===== config.mk =====
export PLATFORM = sky130hd
export DESIGN_NAME = mcu_io_port_registers
export DESIGN_NICKNAME = d
export VERILOG_FILES = /design/src/common/io_port_pkg.sv /design/src/design/reset_sync.sv /design/src/design/io_pin_lane.sv /design/src/design/mcu_io_port_registers.sv
export VERILOG_INCLUDE_DIRS = /design/src /design/src/common
export SDC_FILE = /design/constraint.sdc
export NUM_CORES = 1
export LEC_CHECK = 0
export BUFFER_PORTS_ARGS = -buffer_cell sky130_fd_sc_hd__buf_2
export CORE_UTILIZATION = 50
export DETAILED_ROUTE_END_ITERATION = 6
export GPL_ROUTABILITY_DRIVEN = 0
export HOLD_SLACK_MARGIN = 0.1
export PLACE_DENSITY = 0.95
export SLEW_MARGIN = 5
export SYNTH_ARGS = -nofsm -noshare
export SYNTH_HDL_FRONTEND = slang
export SYNTH_SLANG_ARGS = --single-unit

===== constraint.sdc =====
create_clock -name sys_clk -period 5.03 [get_ports sys_clk]
set_clock_uncertainty 0.2 [all_clocks]
set_input_delay 0 -clock sys_clk [delete_from_list [all_inputs] [get_ports sys_clk]]
set_output_delay 0 -clock sys_clk [all_outputs]
set_load 0.02 [all_outputs]

===== src/common/io_port_cfg.svh =====
`ifndef IO_PORT_CFG_SVH
`define IO_PORT_CFG_SVH
`define OFS_PORT_A_PIN_LEVELS 8'h00
`define OFS_PORT_B_PIN_LEVELS 8'h01
`define OFS_PORT_A_CONTROL 8'h02
`define OFS_PORT_B_CONTROL 8'h03
`define OFS_PORT_A_OUTPUT_LEVELS 8'h04
`define OFS_PORT_B_OUTPUT_LEVELS 8'h05
`define OFS_PORT_A_PIN_DIRECTION 8'h06
`define OFS_PORT_B_PIN_DIRECTION 8'h07
`define OFS_PORT_C_PIN_LEVELS 8'h10
`define OFS_PORT_D_PIN_LEVELS 8'h11
`define OFS_PORT_C_OUTPUT_LEVELS 8'h12
`define OFS_PORT_D_OUTPUT_LEVELS 8'h13
`define OFS_PORT_C_PIN_DIRECTION 8'h14
`define OFS_PORT_D_PIN_DIRECTION 8'h15
`define RST_PORT_REG 8'h00
`define PORT_C_IMPL_MASK 8'h9C
`define PORT_D_IMPL_MASK_FULL 8'h06
`define PORT_D_IMPL_MASK_SMALL 8'h02
`define PORT_C_SECOND_GROUP_MASK 8'h9C
`define PORT_C_STATUS_BIT 3
`define PORT_C_ERROR_BIT 4
`define UNIMPL_READ_FILL 8'h00
`endif


===== src/common/io_port_pkg.sv =====
package io_port_pkg;
  typedef logic [7:0] byte_t;
  typedef enum logic [1:0] {PORT_A, PORT_B, PORT_C, PORT_D} port_id_e;
endpackage


===== src/design/reset_sync.sv =====
`timescale 1ns/10ps
module reset_sync
(
  input wire logic sys_clk,
  input wire logic rst_n,
  output logic syncRst_n
);
  logic stage_q;

  // Release is synchronised so that no register leaves reset on a different edge from its neighbours.
  always_ff @(posedge sys_clk or negedge rst_n)
  begin
    if (!rst_n)
    begin
      stage_q <= 1'b0;
      syncRst_n <= 1'b0;
    end
    else
    begin
      stage_q <= 1'b1;
      syncRst_n <= stage_q;
    end
  end
endmodule


===== src/design/io_pin_lane.sv =====
`timescale 1ns/10ps
module io_pin_lane
#(
  parameter int WIDTH = 8
)
(
  input wire logic [WIDTH-1:0] outputLevels,
  input wire logic [WIDTH-1:0] pinDirection,
  input wire logic [WIDTH-1:0] altSelect,
  input wire logic [WIDTH-1:0] altData,
  input wire logic [WIDTH-1:0] logicOutSelect,
  input wire logic [WIDTH-1:0] logicOutData,
  input wire logic [WIDTH-1:0] logicOeTerm,
  input wire logic [WIDTH-1:0] implMask,
  output logic [WIDTH-1:0] pinOut,
  output logic [WIDTH-1:0] pinOe_n
);
  genvar i;
  generate
    for (i = 0; i < WIDTH; i++)
    begin : g_pin
      // A logic-array output takes priority over every register-driven source.
      always_comb
      begin
        if (logicOutSelect[i])
          pinOut[i] = logicOutData[i];
        else if (altSelect[i])
          pinOut[i] = altData[i];
        else
          pinOut[i] = outputLevels[i];
      end

      // A macrocell-driven pin ignores its direction bit; unimplemented pins never drive.
      always_comb
      begin
        if (!implMask[i])
          pinOe_n[i] = 1'b1;
        else if (logicOutSelect[i])
          pinOe_n[i] = ~logicOeTerm[i];
        else
          pinOe_n[i] = ~(logicOeTerm[i] | pinDirection[i]);
      end
    end
  endgenerate
endmodule


===== src/design/mcu_io_port_registers.sv =====
// Function
// Direction bit one makes the pin an output, zero an input.
// In processor mode an output pin follows its data-out bit.
// Data-in reads return the present sampled pin levels.
// Port A and B data-out registers reset to zero.
// Port A direction and port D data-out reset to zero.
// Unimplemented data-in bits of ports C and D are undefined.
// Port D uses bits 2 and 1 only; bit 2 absent on small package.
// Software leaves control bits zero for processor I/O mode.
// Direction bit has no effect on a macrocell-driven pin.
// Software sets memory-map control bit 7 for repeater mode.
// Port C pins 0, 1, 5, 6 are dedicated scan-test pins.
// Six-pin programming mode puts status on C3 and error on C4.
// Second macrocell group reaches only port C pins 2, 3, 4, 7.
// Direction bits rewritable anytime; ports allow mixed directions.
// Control bit one selects latched address output on ports A and B.
// Pin output enable is logic-array enable OR direction bit.
// Data-out register has no effect on a logic-array output pin.
// Writes to unimplemented bits are ignored.
`timescale 1ns/10ps
`include "io_port_cfg.svh"
module mcu_io_port_registers
#(
  parameter bit LARGE_PACKAGE = 1'b1
)
(
  input wire logic sys_clk,
  input wire logic rst_n,
  input wire logic regWrite,
  input wire logic regRead,
  input wire logic [7:0] regAddr,
  input wire io_port_pkg::byte_t regWdata,
  output io_port_pkg::byte_t regRdata,
  input wire logic peripheral_repeater_enable,
  input wire logic [7:0] latchedAddrA,
  input wire logic [7:0] latchedAddrB,
  input wire logic [7:0] repeaterDataA,
  input wire logic [7:0] repeaterOeA,
  input wire logic [7:0] outputMacrocellSelA,
  input wire logic [7:0] outputMacrocellDataA,
  input wire logic [7:0] outputMacrocellSelB,
  input wire logic [7:0] outputMacrocellDataB,
  input wire logic [7:0] second_macrocell_group_sel,
  input wire logic [7:0] second_macrocell_group_data,
  input wire logic [7:0] general_logic_array_oe_a,
  input wire logic [7:0] general_logic_array_oe_b,
  input wire logic [7:0] general_logic_array_oe_c,
  input wire logic [7:0] decode_logic_array_sel_d,
  input wire logic [7:0] decode_logic_array_data_d,
  input wire logic [7:0] decode_logic_array_oe_d,
  input wire logic sixPinProgramMode,
  input wire logic program_status_out,
  input wire logic program_error_out,
  input wire logic [7:0] portAIn,
  output logic [7:0] portAOut,
  output logic [7:0] portAOe_n,
  input wire logic [7:0] portBIn,
  output logic [7:0] portBOut,
  output logic [7:0] portBOe_n,
  input wire logic [7:0] portCIn,
  output logic [7:0] portCOut,
  output logic [7:0] portCOe_n,
  input wire logic [7:0] portDIn,
  output logic [7:0] portDOut,
  output logic [7:0] portDOe_n
);
  import io_port_pkg::*;

  logic syncRst_n;
  byte_t outA_q;
  byte_t outB_q;
  byte_t outC_q;
  byte_t outD_q;
  byte_t dirA_q;
  byte_t dirB_q;
  byte_t dirC_q;
  byte_t dirD_q;
  byte_t ctlA_q;
  byte_t ctlB_q;
  byte_t pinA_q;
  byte_t pinB_q;
  byte_t pinC_q;
  byte_t pinD_q;
  byte_t rdata_d;
  byte_t maskD;
  byte_t selC;
  byte_t dataC;
  byte_t dirCEff;
  byte_t oeCTerm;
  byte_t altSelA;
  byte_t altDataA;
  byte_t oeATerm;

  // Pins with no bonded pad must never be written or driven.
  function automatic byte_t impl_mask(input port_id_e port);
    begin
      unique case (port)
        PORT_A: impl_mask = LARGE_PACKAGE ? 8'hFF : 8'h00;
        PORT_B: impl_mask = 8'hFF;
        PORT_C: impl_mask = `PORT_C_IMPL_MASK;
        PORT_D: impl_mask = LARGE_PACKAGE ? `PORT_D_IMPL_MASK_FULL : `PORT_D_IMPL_MASK_SMALL;
      endcase
    end
  endfunction

  assign maskD = impl_mask(PORT_D);

  reset_sync u_reset_sync
  (
    .sys_clk(sys_clk),
    .rst_n(rst_n),
    .syncRst_n(syncRst_n)
  );

  // Pins are registered once; the read then costs one cycle of latency but sees a clean level.
  always_ff @(posedge sys_clk or negedge syncRst_n)
  begin
    if (!syncRst_n)
    begin
      pinA_q <= `RST_PORT_REG;
      pinB_q <= `RST_PORT_REG;
      pinC_q <= `RST_PORT_REG;
      pinD_q <= `RST_PORT_REG;
    end
    else
    begin
      pinA_q <= portAIn;
      pinB_q <= portBIn;
      pinC_q <= portCIn;
      pinD_q <= portDIn;
    end
  end

  always_ff @(posedge sys_clk or negedge syncRst_n)
  begin
    if (!syncRst_n)
    begin
      outA_q <= `RST_PORT_REG;
      outB_q <= `RST_PORT_REG;
      outC_q <= `RST_PORT_REG;
      outD_q <= `RST_PORT_REG;
    end
    else if (regWrite)
    begin
      unique case (regAddr)
        `OFS_PORT_A_OUTPUT_LEVELS: outA_q <= regWdata & impl_mask(PORT_A);
        `OFS_PORT_B_OUTPUT_LEVELS: outB_q <= regWdata & impl_mask(PORT_B);
        `OFS_PORT_C_OUTPUT_LEVELS: outC_q <= regWdata & impl_mask(PORT_C);
        `OFS_PORT_D_OUTPUT_LEVELS: outD_q <= regWdata & maskD;
        default: ;
      endcase
    end
  end

  // Direction may change at any time, per bit.
  always_ff @(posedge sys_clk or negedge syncRst_n)
  begin
    if (!syncRst_n)
    begin
      dirA_q <= `RST_PORT_REG;
      dirB_q <= `RST_PORT_REG;
      dirC_q <= `RST_PORT_REG;
      dirD_q <= `RST_PORT_REG;
    end
    else if (regWrite)
    begin
      unique case (regAddr)
        `OFS_PORT_A_PIN_DIRECTION: dirA_q <= regWdata & impl_mask(PORT_A);
        `OFS_PORT_B_PIN_DIRECTION: dirB_q <= regWdata & impl_mask(PORT_B);
        `OFS_PORT_C_PIN_DIRECTION: dirC_q <= regWdata & impl_mask(PORT_C);
        `OFS_PORT_D_PIN_DIRECTION: dirD_q <= regWdata & maskD;
        default: ;
      endcase
    end
  end

  always_ff @(posedge sys_clk or negedge syncRst_n)
  begin
    if (!syncRst_n)
    begin
      ctlA_q <= `RST_PORT_REG;
      ctlB_q <= `RST_PORT_REG;
    end
    else if (regWrite)
    begin
      unique case (regAddr)
        `OFS_PORT_A_CONTROL: ctlA_q <= regWdata & impl_mask(PORT_A);
        `OFS_PORT_B_CONTROL: ctlB_q <= regWdata;
        default: ;
      endcase
    end
  end

  // Unimplemented data-in bits read a fixed fill, which software must not rely on.
  always_comb
  begin
    rdata_d = `RST_PORT_REG;
    unique case (regAddr)
      `OFS_PORT_A_PIN_LEVELS: rdata_d = pinA_q & impl_mask(PORT_A);
      `OFS_PORT_B_PIN_LEVELS: rdata_d = pinB_q;
      `OFS_PORT_C_PIN_LEVELS: rdata_d = (pinC_q & impl_mask(PORT_C)) | (`UNIMPL_READ_FILL & ~impl_mask(PORT_C));
      `OFS_PORT_D_PIN_LEVELS: rdata_d = (pinD_q & maskD) | (`UNIMPL_READ_FILL & ~maskD);
      `OFS_PORT_A_CONTROL: rdata_d = ctlA_q;
      `OFS_PORT_B_CONTROL: rdata_d = ctlB_q;
      `OFS_PORT_A_OUTPUT_LEVELS: rdata_d = outA_q;
      `OFS_PORT_B_OUTPUT_LEVELS: rdata_d = outB_q;
      `OFS_PORT_C_OUTPUT_LEVELS: rdata_d = outC_q;
      `OFS_PORT_D_OUTPUT_LEVELS: rdata_d = outD_q;
      `OFS_PORT_A_PIN_DIRECTION: rdata_d = dirA_q;
      `OFS_PORT_B_PIN_DIRECTION: rdata_d = dirB_q;
      `OFS_PORT_C_PIN_DIRECTION: rdata_d = dirC_q;
      `OFS_PORT_D_PIN_DIRECTION: rdata_d = dirD_q;
      default: rdata_d = `RST_PORT_REG;
    endcase
  end

  // Read data is held until the next read, so a slow master may still pick it up late.
  always_ff @(posedge sys_clk or negedge syncRst_n)
  begin
    if (!syncRst_n)
      regRdata <= `RST_PORT_REG;
    else if (regRead)
      regRdata <= rdata_d;
  end

  // Port A: latched address per control bit, or the repeater when its enable is set.
  always_comb
  begin
    if (peripheral_repeater_enable)
    begin
      altSelA = 8'hFF;
      altDataA = repeaterDataA;
      oeATerm = general_logic_array_oe_a | repeaterOeA;
    end
    else
    begin
      altSelA = ctlA_q;
      altDataA = latchedAddrA;
      oeATerm = general_logic_array_oe_a;
    end
  end

  // Port C: the data-out register, the second macrocell group and the programming outputs drive it.
  // Programming outputs win so that a stray logic equation cannot block programming.
  always_comb
  begin
    selC = second_macrocell_group_sel & `PORT_C_SECOND_GROUP_MASK;
    dataC = second_macrocell_group_data;
    oeCTerm = general_logic_array_oe_c;
    dirCEff = dirC_q;
    if (sixPinProgramMode)
    begin
      selC[`PORT_C_STATUS_BIT] = 1'b1;
      selC[`PORT_C_ERROR_BIT] = 1'b1;
      dataC[`PORT_C_STATUS_BIT] = program_status_out;
      dataC[`PORT_C_ERROR_BIT] = program_error_out;
      oeCTerm[`PORT_C_STATUS_BIT] = 1'b1;
      oeCTerm[`PORT_C_ERROR_BIT] = 1'b1;
    end
  end

  io_pin_lane #(.WIDTH(8)) u_lane_a
  (
    .outputLevels(outA_q),
    .pinDirection(dirA_q),
    .altSelect(altSelA),
    .altData(altDataA),
    .logicOutSelect(outputMacrocellSelA),
    .logicOutData(outputMacrocellDataA),
    .logicOeTerm(oeATerm),
    .implMask(impl_mask(PORT_A)),
    .pinOut(portAOut),
    .pinOe_n(portAOe_n)
  );

  io_pin_lane #(.WIDTH(8)) u_lane_b
  (
    .outputLevels(outB_q),
    .pinDirection(dirB_q),
    .altSelect(ctlB_q),
    .altData(latchedAddrB),
    .logicOutSelect(outputMacrocellSelB),
    .logicOutData(outputMacrocellDataB),
    .logicOeTerm(general_logic_array_oe_b),
    .implMask(impl_mask(PORT_B)),
    .pinOut(portBOut),
    .pinOe_n(portBOe_n)
  );

  io_pin_lane #(.WIDTH(8)) u_lane_c
  (
    .outputLevels(outC_q),
    .pinDirection(dirCEff),
    .altSelect(8'h00),
    .altData(8'h00),
    .logicOutSelect(selC),
    .logicOutData(dataC),
    .logicOeTerm(oeCTerm),
    .implMask(impl_mask(PORT_C)),
    .pinOut(portCOut),
    .pinOe_n(portCOe_n)
  );

  io_pin_lane #(.WIDTH(8)) u_lane_d
  (
    .outputLevels(outD_q),
    .pinDirection(dirD_q),
    .altSelect(8'h00),
    .altData(8'h00),
    .logicOutSelect(decode_logic_array_sel_d & maskD),
    .logicOutData(decode_logic_array_data_d),
    .logicOeTerm(decode_logic_array_oe_d & maskD),
    .implMask(maskD),
    .pinOut(portDOut),
    .pinOe_n(portDOe_n)
  );
endmodule


==> results.tsv, run 1 <==
stage	metric	value	unit
outcome	status	finished, final reports clean	
worst_setup_path	CP max stage delay	0.76	ns
worst_setup_path	crit path DAT	3.17	ns
global_routing	Global Route Usage Sum	32.00	%
drt	DR WL/cell	18.55	um
clocking	CTS buffer count	9	
global_routing	met3 Track Usage GR	6.694	%
synthesis	synth unique cells	50	
die	die width	101.8	um
place	IO buf count	195	
timing	Slew HR	22.55	%
clocking	CTS tree	built	
timing	fin crit share	62.11	%
timing	final max-slew violation count	0	
worst_setup_path	CP endpoint kind	flip-flop	
synthesis	syn_area_per_cell	10.94	um2
drt	routed vias	4913	
synthesis	ys async rst share	100.0	%
worst_setup_path	crit path to	ctlA_q[5]	
worst_setup_path	largest fanout on the critical path	20	
timing	final setup vio count	0	
synthesis	most used flip-flop cell after synthesis	dfrtp_1	
clocking	Post-CTS Setup Inserts	0	
timing	fin crit period	3.124	ns
worst_setup_path	critical path data required time	5.07	ns
die	Die Height	101.8	um
clocking	TritonCTS Sinks	92	
clocking	clock slew at reported path FFs	0.08	ns
place	dpl hpwl	10460	um
global_routing	grt met1 use	37.26	%
power_and_ir_drop	Pwr per Cell Area	240.3	nW/um2
final_layout	Layout area overhead	42.20	%
synthesis	Commonest cells post-synth	dfrtp_1 (92), mux2_2 (67), nand2_1 (38), mux2i_1 (35), a21oi_1 (28)	
drt	DR iter-0 viols	523	
worst_setup_path	FF-to-FF Start	ctlB_q[6]	
drt	DR DRC count	0	
worst_setup_path	CP max stage cell	nand4_1	
clocking	H-tree depth	3	
global_routing	first-pass GRT wire length	24430	um
timing	setup TNS	0	ns
worst_setup_path	ordered list of cells on the worst path	dlygate4sd3_1 > buf_2 > nand2b_1 > nor2_1 > nand4_1 > mux2_2	
worst_hold_path	worst hold path type	in2out	
drt	post-route ant nets	0	
synthesis	Cells after Synth	455	
final_layout	fin area	7079	um2
final_layout	# nets final	917	
timing	RSZ-0062 raised after global routing	no	
drt	final WL	16160	um
drt	drt first pass iters	7	
worst_setup_path	FF-to-FF path depth	5	
drt	Vias/cell	5.641	
die	DIE AREA	10360	um2
synthesis	most common cell in the netlist	dfrtp_1	
worst_setup_path	Setup crit start	regAddr[1]	
job	Max Cap Viol	0	
synthesis	top cell type by total area after synthesis	dfrtp_1	
clocking	Clock Path Buffers	2	
die	area of the core	9729	um2
timing	Peak Freq	320.1	MHz
global_routing	largest net degree at the start of global routing	91	
place	dpl cell area	5942	um2
synthesis	post-synthesis cell area	4979	um2
synthesis	Ys Warns	0	
global_routing	met2 Use GR	56.13	%
synthesis	ranking of synthesized cells by area	dfrtp_1 (46%), mux2_2 (15%), mux2i_1 (7.0%)	
synthesis	EDFF count, synth	0	
power_and_ir_drop	static leakage	3.511	nW
global_routing	GR peak layer	met2	
power_and_ir_drop	Pwr Total	1.701	mW
global_routing	total grt overflow	0	
power_and_ir_drop	Worst IR Drop VDD	0.0001586	V
die	IO Pins	256	
worst_setup_path	Critical Path Source Type	primary input	
timing	Final Hold Violating Endpoints	0	
worst_setup_path	R2R setup slack	2.97	ns
synthesis	Seq/Total Area, Yosys	46.24	%
timing	Slew @ Worst Pin	1.162	ns
worst_setup_path	WS Path Type	in2reg	
global_routing	vias in the first global route	4824	
clocking	clock insertion delay at the later pin of the skew report	0.37	ns
die	Cell Rows	36	
final_layout	ANT cells	0	
worst_setup_path	R2R Path End	regRdata[6]	
synthesis	share of the synthesized area in the top cell type	46.24	%
die	Initial Utilization	51.17	%
global_routing	initial antenna violation count	0	
final_layout	layout cells sized above 1	39.43	%
clocking	clock root buffer	clkbuf_8	
synthesis	Synth Register Bits	92	
-- through the flow --
stage | hold slack [ns] | cells | worst slack [ns] | utilization (%)
after floorplan | -0.4956 | 474 | 2.078 | -
after global placement | -0.4150 | 765 | 2.337 | 61.07
after detailed placement | -0.4125 | 765 | 2.250 | 61.07
after CTS | 0.1021 | 871 | 2.079 | 72.76
after global routing | 0.1037 | 871 | 1.885 | 72.76
final | 0.09775 | 871 | 1.906 | 72.76
-- how the worst min path moves through the flow --
stage / startpoint / endpoint / slack [ns] / cells past startpoint
CTS: repeaterOeA[0] / portAOe_n[0] / 0.10 / 3
floorplan: rst_n / u_reset_sync.stage_q / -0.50 / 0
global route: repeaterOeA[0] / portAOe_n[0] / 0.10 / 3
finish: repeaterOeA[0] / portAOe_n[0] / 0.1 / 3
global placement: rst_n / u_reset_sync.stage_q / -0.41 / 1
detailed placement: rst_n / u_reset_sync.stage_q / -0.41 / 1
-- state kept, by name, indices dropped and copies added, names as in the netlist, 4 cells and up --
name      count
ctlA_q        8
ctlB_q        8
dirA_q        8
dirB_q        8
outA_q        8
outB_q        8
pinA_q        8
pinB_q        8
regRdata      8
dirCEff       4
outC_q        4
pinC_q        4
-- what timing repair did --
item                                   4_1_cts  5_1_grt
hold buffers                                90        0
gates resized for setup                      0        0
setup endpoints to repair                    0        0
endpoints found under the hold margin      114        0
-- cell type report --
class                           count  area (um2)
Fill cell                         673        2650
Multi-Input combinational cell    320        2400
Sequential cell                    92        2306
Timing Repair Buffer              285        1877
Clock buffer                       13       168.9
Tap cell                          133       166.4
Inverter                           25       93.84
Clock inverter                      3       67.56
-- report_power, final --
group / leakage [nW] / internal [mW] / switching (mW) / total [mW]
sequential: 1.22 / 0.772 / 0.0398 / 0.812
clock: 0.116 / 0.321 / 0.263 / 0.584
combinational: 2.18 / 0.152 / 0.154 / 0.306
total: 3.51 / 1.25 / 0.456 / 1.70
-- placed cells by master (no fill, tap or decap), drive strengths merged, types with 2 or more instances in the layout --
cell type,instances
buf,195
dfrtp,92
dlygate4sd3,90
mux2,67
nand2,40
mux2i,35
a21oi,28
inv,24
o21ai,24
conb,21
nor2,17
clkbuf,13
nand3,10
a221oi,9
o2bb2ai,7
a22oi,7
and3,6
nor3,5
nor2b,4
a32oi,4
nand4,4
a211oi,3
nand3b,3
o31ai,3
nor4,3
nor3b,3
nand2b,2
a31oi,2
nand4b,2
bufinv,2
-- metal layers --
layer  vias up  routed length (um)  share of wire (%)
li1       2179                   -                  -
met1      2307                6026                 37
met2       347                8144                 50
met3        80                1363                8.4
met4         0                 622                3.8
met5         -                   0                  0
-- worst max-delay path: cells and delay by family --
kind | cells | cell delay, ns
AND/OR/NAND/NOR | 3 | 1.71
multiplexers | 1 | 0.52
buffers and inverters | 2 | 0.92
-- logic make-up (layout without fill, tap and decap cells) --
logic type             after synthesis  in the layout  synth area share (%)
AOI/OAI and AO/OA                   95             95                 12.37
buffers and inverters               62            326                 6.987
DFF                                 92             92                 46.24
muxes                              103            103                 22.64
other                                2             21                0.1508
and+or+nand+nor                    101            101                 11.61
No activity file was read; power rests on OpenSTA's default activity.
==> inputs of run 2 (changes only) <==
--- a/config.mk
+++ b/config.mk
@@ -7,11 +7,11 @@
 export NUM_CORES = 1
 export LEC_CHECK = 0
 export BUFFER_PORTS_ARGS = -buffer_cell sky130_fd_sc_hd__buf_2
-export CORE_UTILIZATION = 50
+export CORE_UTILIZATION = 46
 export DETAILED_ROUTE_END_ITERATION = 6
 export GPL_ROUTABILITY_DRIVEN = 0
 export HOLD_SLACK_MARGIN = 0.1
-export PLACE_DENSITY = 0.95
+export PLACE_DENSITY = 0.91
 export SLEW_MARGIN = 5
 export SYNTH_ARGS = -nofsm -noshare
 export SYNTH_HDL_FRONTEND = slang
==> constraint.sdc (replaced) <==
create_clock -name sys_clk -period 3.09 [get_ports sys_clk]
set_clock_uncertainty 0.2 [all_clocks]
set_input_delay 0 -clock sys_clk [delete_from_list [all_inputs] [get_ports sys_clk]]
set_output_delay 0 -clock sys_clk [all_outputs]
set_load 0.02 [all_outputs]
==> results.tsv, run 2 (same netlist as run 1, synthesis figures left out) <==
stage	metric	value	unit
worst_setup_path	CP max stage delay	0.82	ns
power_and_ir_drop	internal power	1.918	mW
clocking	clock root buffer	clkbuf_8	
timing	Peak Freq	347.3	MHz
clocking	CTS buffer count	9	
power_and_ir_drop	Psw	708.3	uW
global_routing	first-pass GRT wire length	25340	um
drt	DR WL/cell	18.38	um
final_layout	Register Area	2306	um2
final_layout	Layout area overhead	42.45	%
timing	setup TNS	0	ns
global_routing	grt met1 use	33.68	%
power_and_ir_drop	Seq pwr share	50.3	%
worst_setup_path	R2R Path End	regRdata[6]	
place	dpl cells	770	
worst_setup_path	Buf/Inv on CP	4	
clocking	Clock Path Buffers	2	
die	die width	106.0	um
final_layout	area of the multi-input gates	2400	um2
drt	drt first pass iters	5	
worst_setup_path	crit path to	outA_q[6]	
final_layout	fin area	7092	um2
final_layout	# nets final	923	
clocking	Post-CTS Setup Inserts	0	
worst_setup_path	Setup crit start	regAddr[7]	
timing	final setup vio count	0	
global_routing	met2 Use GR	53.78	%
timing	Slew @ Worst Pin	1.134	ns
timing	fin crit share	93.19	%
place	dpl hpwl	10480	um
global_routing	largest net degree at the start of global routing	91	
final_layout	commonest non-fill, non-tap cells in the layout	buf_2 (195), dlygate4sd3_1 (94), dfrtp_1 (91), mux2_2 (67), nand2_1 (38)	
global_routing	GR peak layer	met2	
power_and_ir_drop	sw frac	26.97	%
worst_setup_path	FF-to-FF path depth	5	
timing	fin crit period	2.880	ns
worst_setup_path	WS Path Type	in2reg	
global_routing	total grt overflow	0	
place	dpl cell area	5961	um2
power_and_ir_drop	clock share of power	30.5	%
worst_setup_path	largest fanout on the critical path	8	
global_routing	initial antenna violation count	0	
timing	Slew HR	24.37	%
drt	final WL	16140	um
clocking	TritonCTS Sinks	92	
worst_setup_path	critical path's top delay family	buffers and inverters	
worst_setup_path	Crit path top cell by count	dlygate4sd3_1	
worst_setup_path	FF-to-FF Start	pinB_q[6]	
timing	Final Hold Violating Endpoints	0	
clocking	Hold-fix buffers, CTS	94	
global_routing	Global Route Usage Sum	29.46	%
worst_setup_path	R2R setup slack	1.09	ns
drt	post-route ant nets	0	
worst_setup_path	CP endpoint kind	flip-flop	
job	Max Cap Viol	0	
global_routing	vias in the first global route	5068	
worst_setup_path	Critical Path Source Type	primary input	
clocking	post-CTS sizing	0	
worst_setup_path	critical path data required time	3.14	ns
worst_setup_path	Crit path depth	7	
die	area of the core	10420	um2
final_layout	most common cell after layout, fill and taps aside	buf_2	
power_and_ir_drop	Worst IR Drop VDD	0.0003575	V
outcome	status	finished, final reports clean	
drt	Vias/cell	5.568	
drt	DR DRC count	0	
final_layout	layout cells sized above 1	39.22	%
global_routing	met3 Track Usage GR	5.641	%
clocking	H-tree depth	3	
die	Cell Rows	37	
final_layout	non-filler cells, final	878	
die	IO Pins	256	
final_layout	ANT cells	0	
final_layout	filler instances	758	
die	Initial Utilization	47.80	%
drt	DR iter-0 viols	461	
worst_setup_path	ordered list of cells on the worst path	dlygate4sd3_1 > buf_2 > nor3_4 > dlygate4sd3_1 > nand4_4 > dlygate4sd3_1 > mux2_2	
power_and_ir_drop	combinational power share	19.2	%
timing	final max-slew violation count	0	
die	Die Height	106.0	um
worst_hold_path	worst hold path type	in2out	
worst_setup_path	CP max stage cell	dlygate4sd3_1	
die	DIE AREA	11240	um2
power_and_ir_drop	Pwr per Cell Area	370.3	nW/um2
timing	RSZ-0062 raised after global routing	no	
clocking	clock slew at reported path FFs	0.08	ns
clocking	clock insertion delay at the later pin of the skew report	0.36	ns
worst_setup_path	crit path DAT	2.93	ns
clocking	CTS tree	built	
drt	routed vias	4889	
power_and_ir_drop	static leakage	3.524	nW
place	IO buf count	195	
-- run 2: cell count changes in the layout (fill, tap and decap cells not counted) --
cell	change
clkbuf_8	-1
clkinvlp_4	-1
dlygate4sd3_1	+4
bufinv_16	-1
clkinv_2	+1
buf_4	+2
-- run 2: area by class of cell --
cell class	instances	area share, %
clock inverters	2	0.4940
inverters	25	1.323
flip-flops and latches	92	32.52
multi-input cells	320	33.84
well taps	136	2.399
repair buffers	291	27.24
clock buffers	12	2.188
-- run 2: power by group through the flow --
stage / registers [mW] / clock network, mW / logic, mW
6_report: 1.32 / 0.801 / 0.504
5_1_grt: 1.33 / 0.859 / 0.540
4_1_cts: 1.32 / 0.806 / 0.491
3_5_place_dp: 1.35 / 0 / 0.398
3_3_place_gp: 1.34 / 0 / 0.384
2_1_floorplan: 1.32 / 0 / 0.259
-- run 2: worst register-to-register path, stage by stage, from the launching register on --
cell	delay, ns
dfrtp_1	0.37
mux2i_1	0.24
o32ai_1	0.13
o21ai_0	0.21
a32oi_1	0.13
dlygate4sd3_1	0.59
-- run 2: worst min-delay path by stage --
stage | startpoint | end | depth (start not counted)
5_1_grt | outputMacrocellSelA[0] | portAOut[0] | 3
2_1_floorplan | rst_n | u_reset_sync.stage_q | 0
3_3_place_gp | rst_n | u_reset_sync.stage_q | 1
4_1_cts | repeaterOeA[3] | portAOe_n[3] | 3
6_report | repeaterOeA[3] | portAOe_n[3] | 3
3_5_place_dp | rst_n | u_reset_sync.syncRst_n | 1
-- run 2: layer usage --
layer / wire length, um / part of all wire [%] / vias up
met1: 6032 / 37 / 2329
met2: 8286 / 51 / 307
met5: 0 / 0 / -
met3: 1275 / 7.9 / 65
li1: - / - / 2188
met4: 547 / 3.4 / 0
-- run 2: per-stage QoR --
stage / util, % / power (mW) / setup WS [ns] / hold slack, ns
after floorplan: - / 1.580 / 0.1377 / -0.4956
after global placement: 57.23 / 1.724 / 1.072 / -0.4141
after detailed placement: 57.23 / 1.743 / 0.9859 / -0.4076
after CTS: 68.08 / 2.618 / 0.2956 / 0.1086
after global routing: 68.08 / 2.730 / 0.1812 / 0.1329
final: 68.08 / 2.626 / 0.2103 / 0.1060
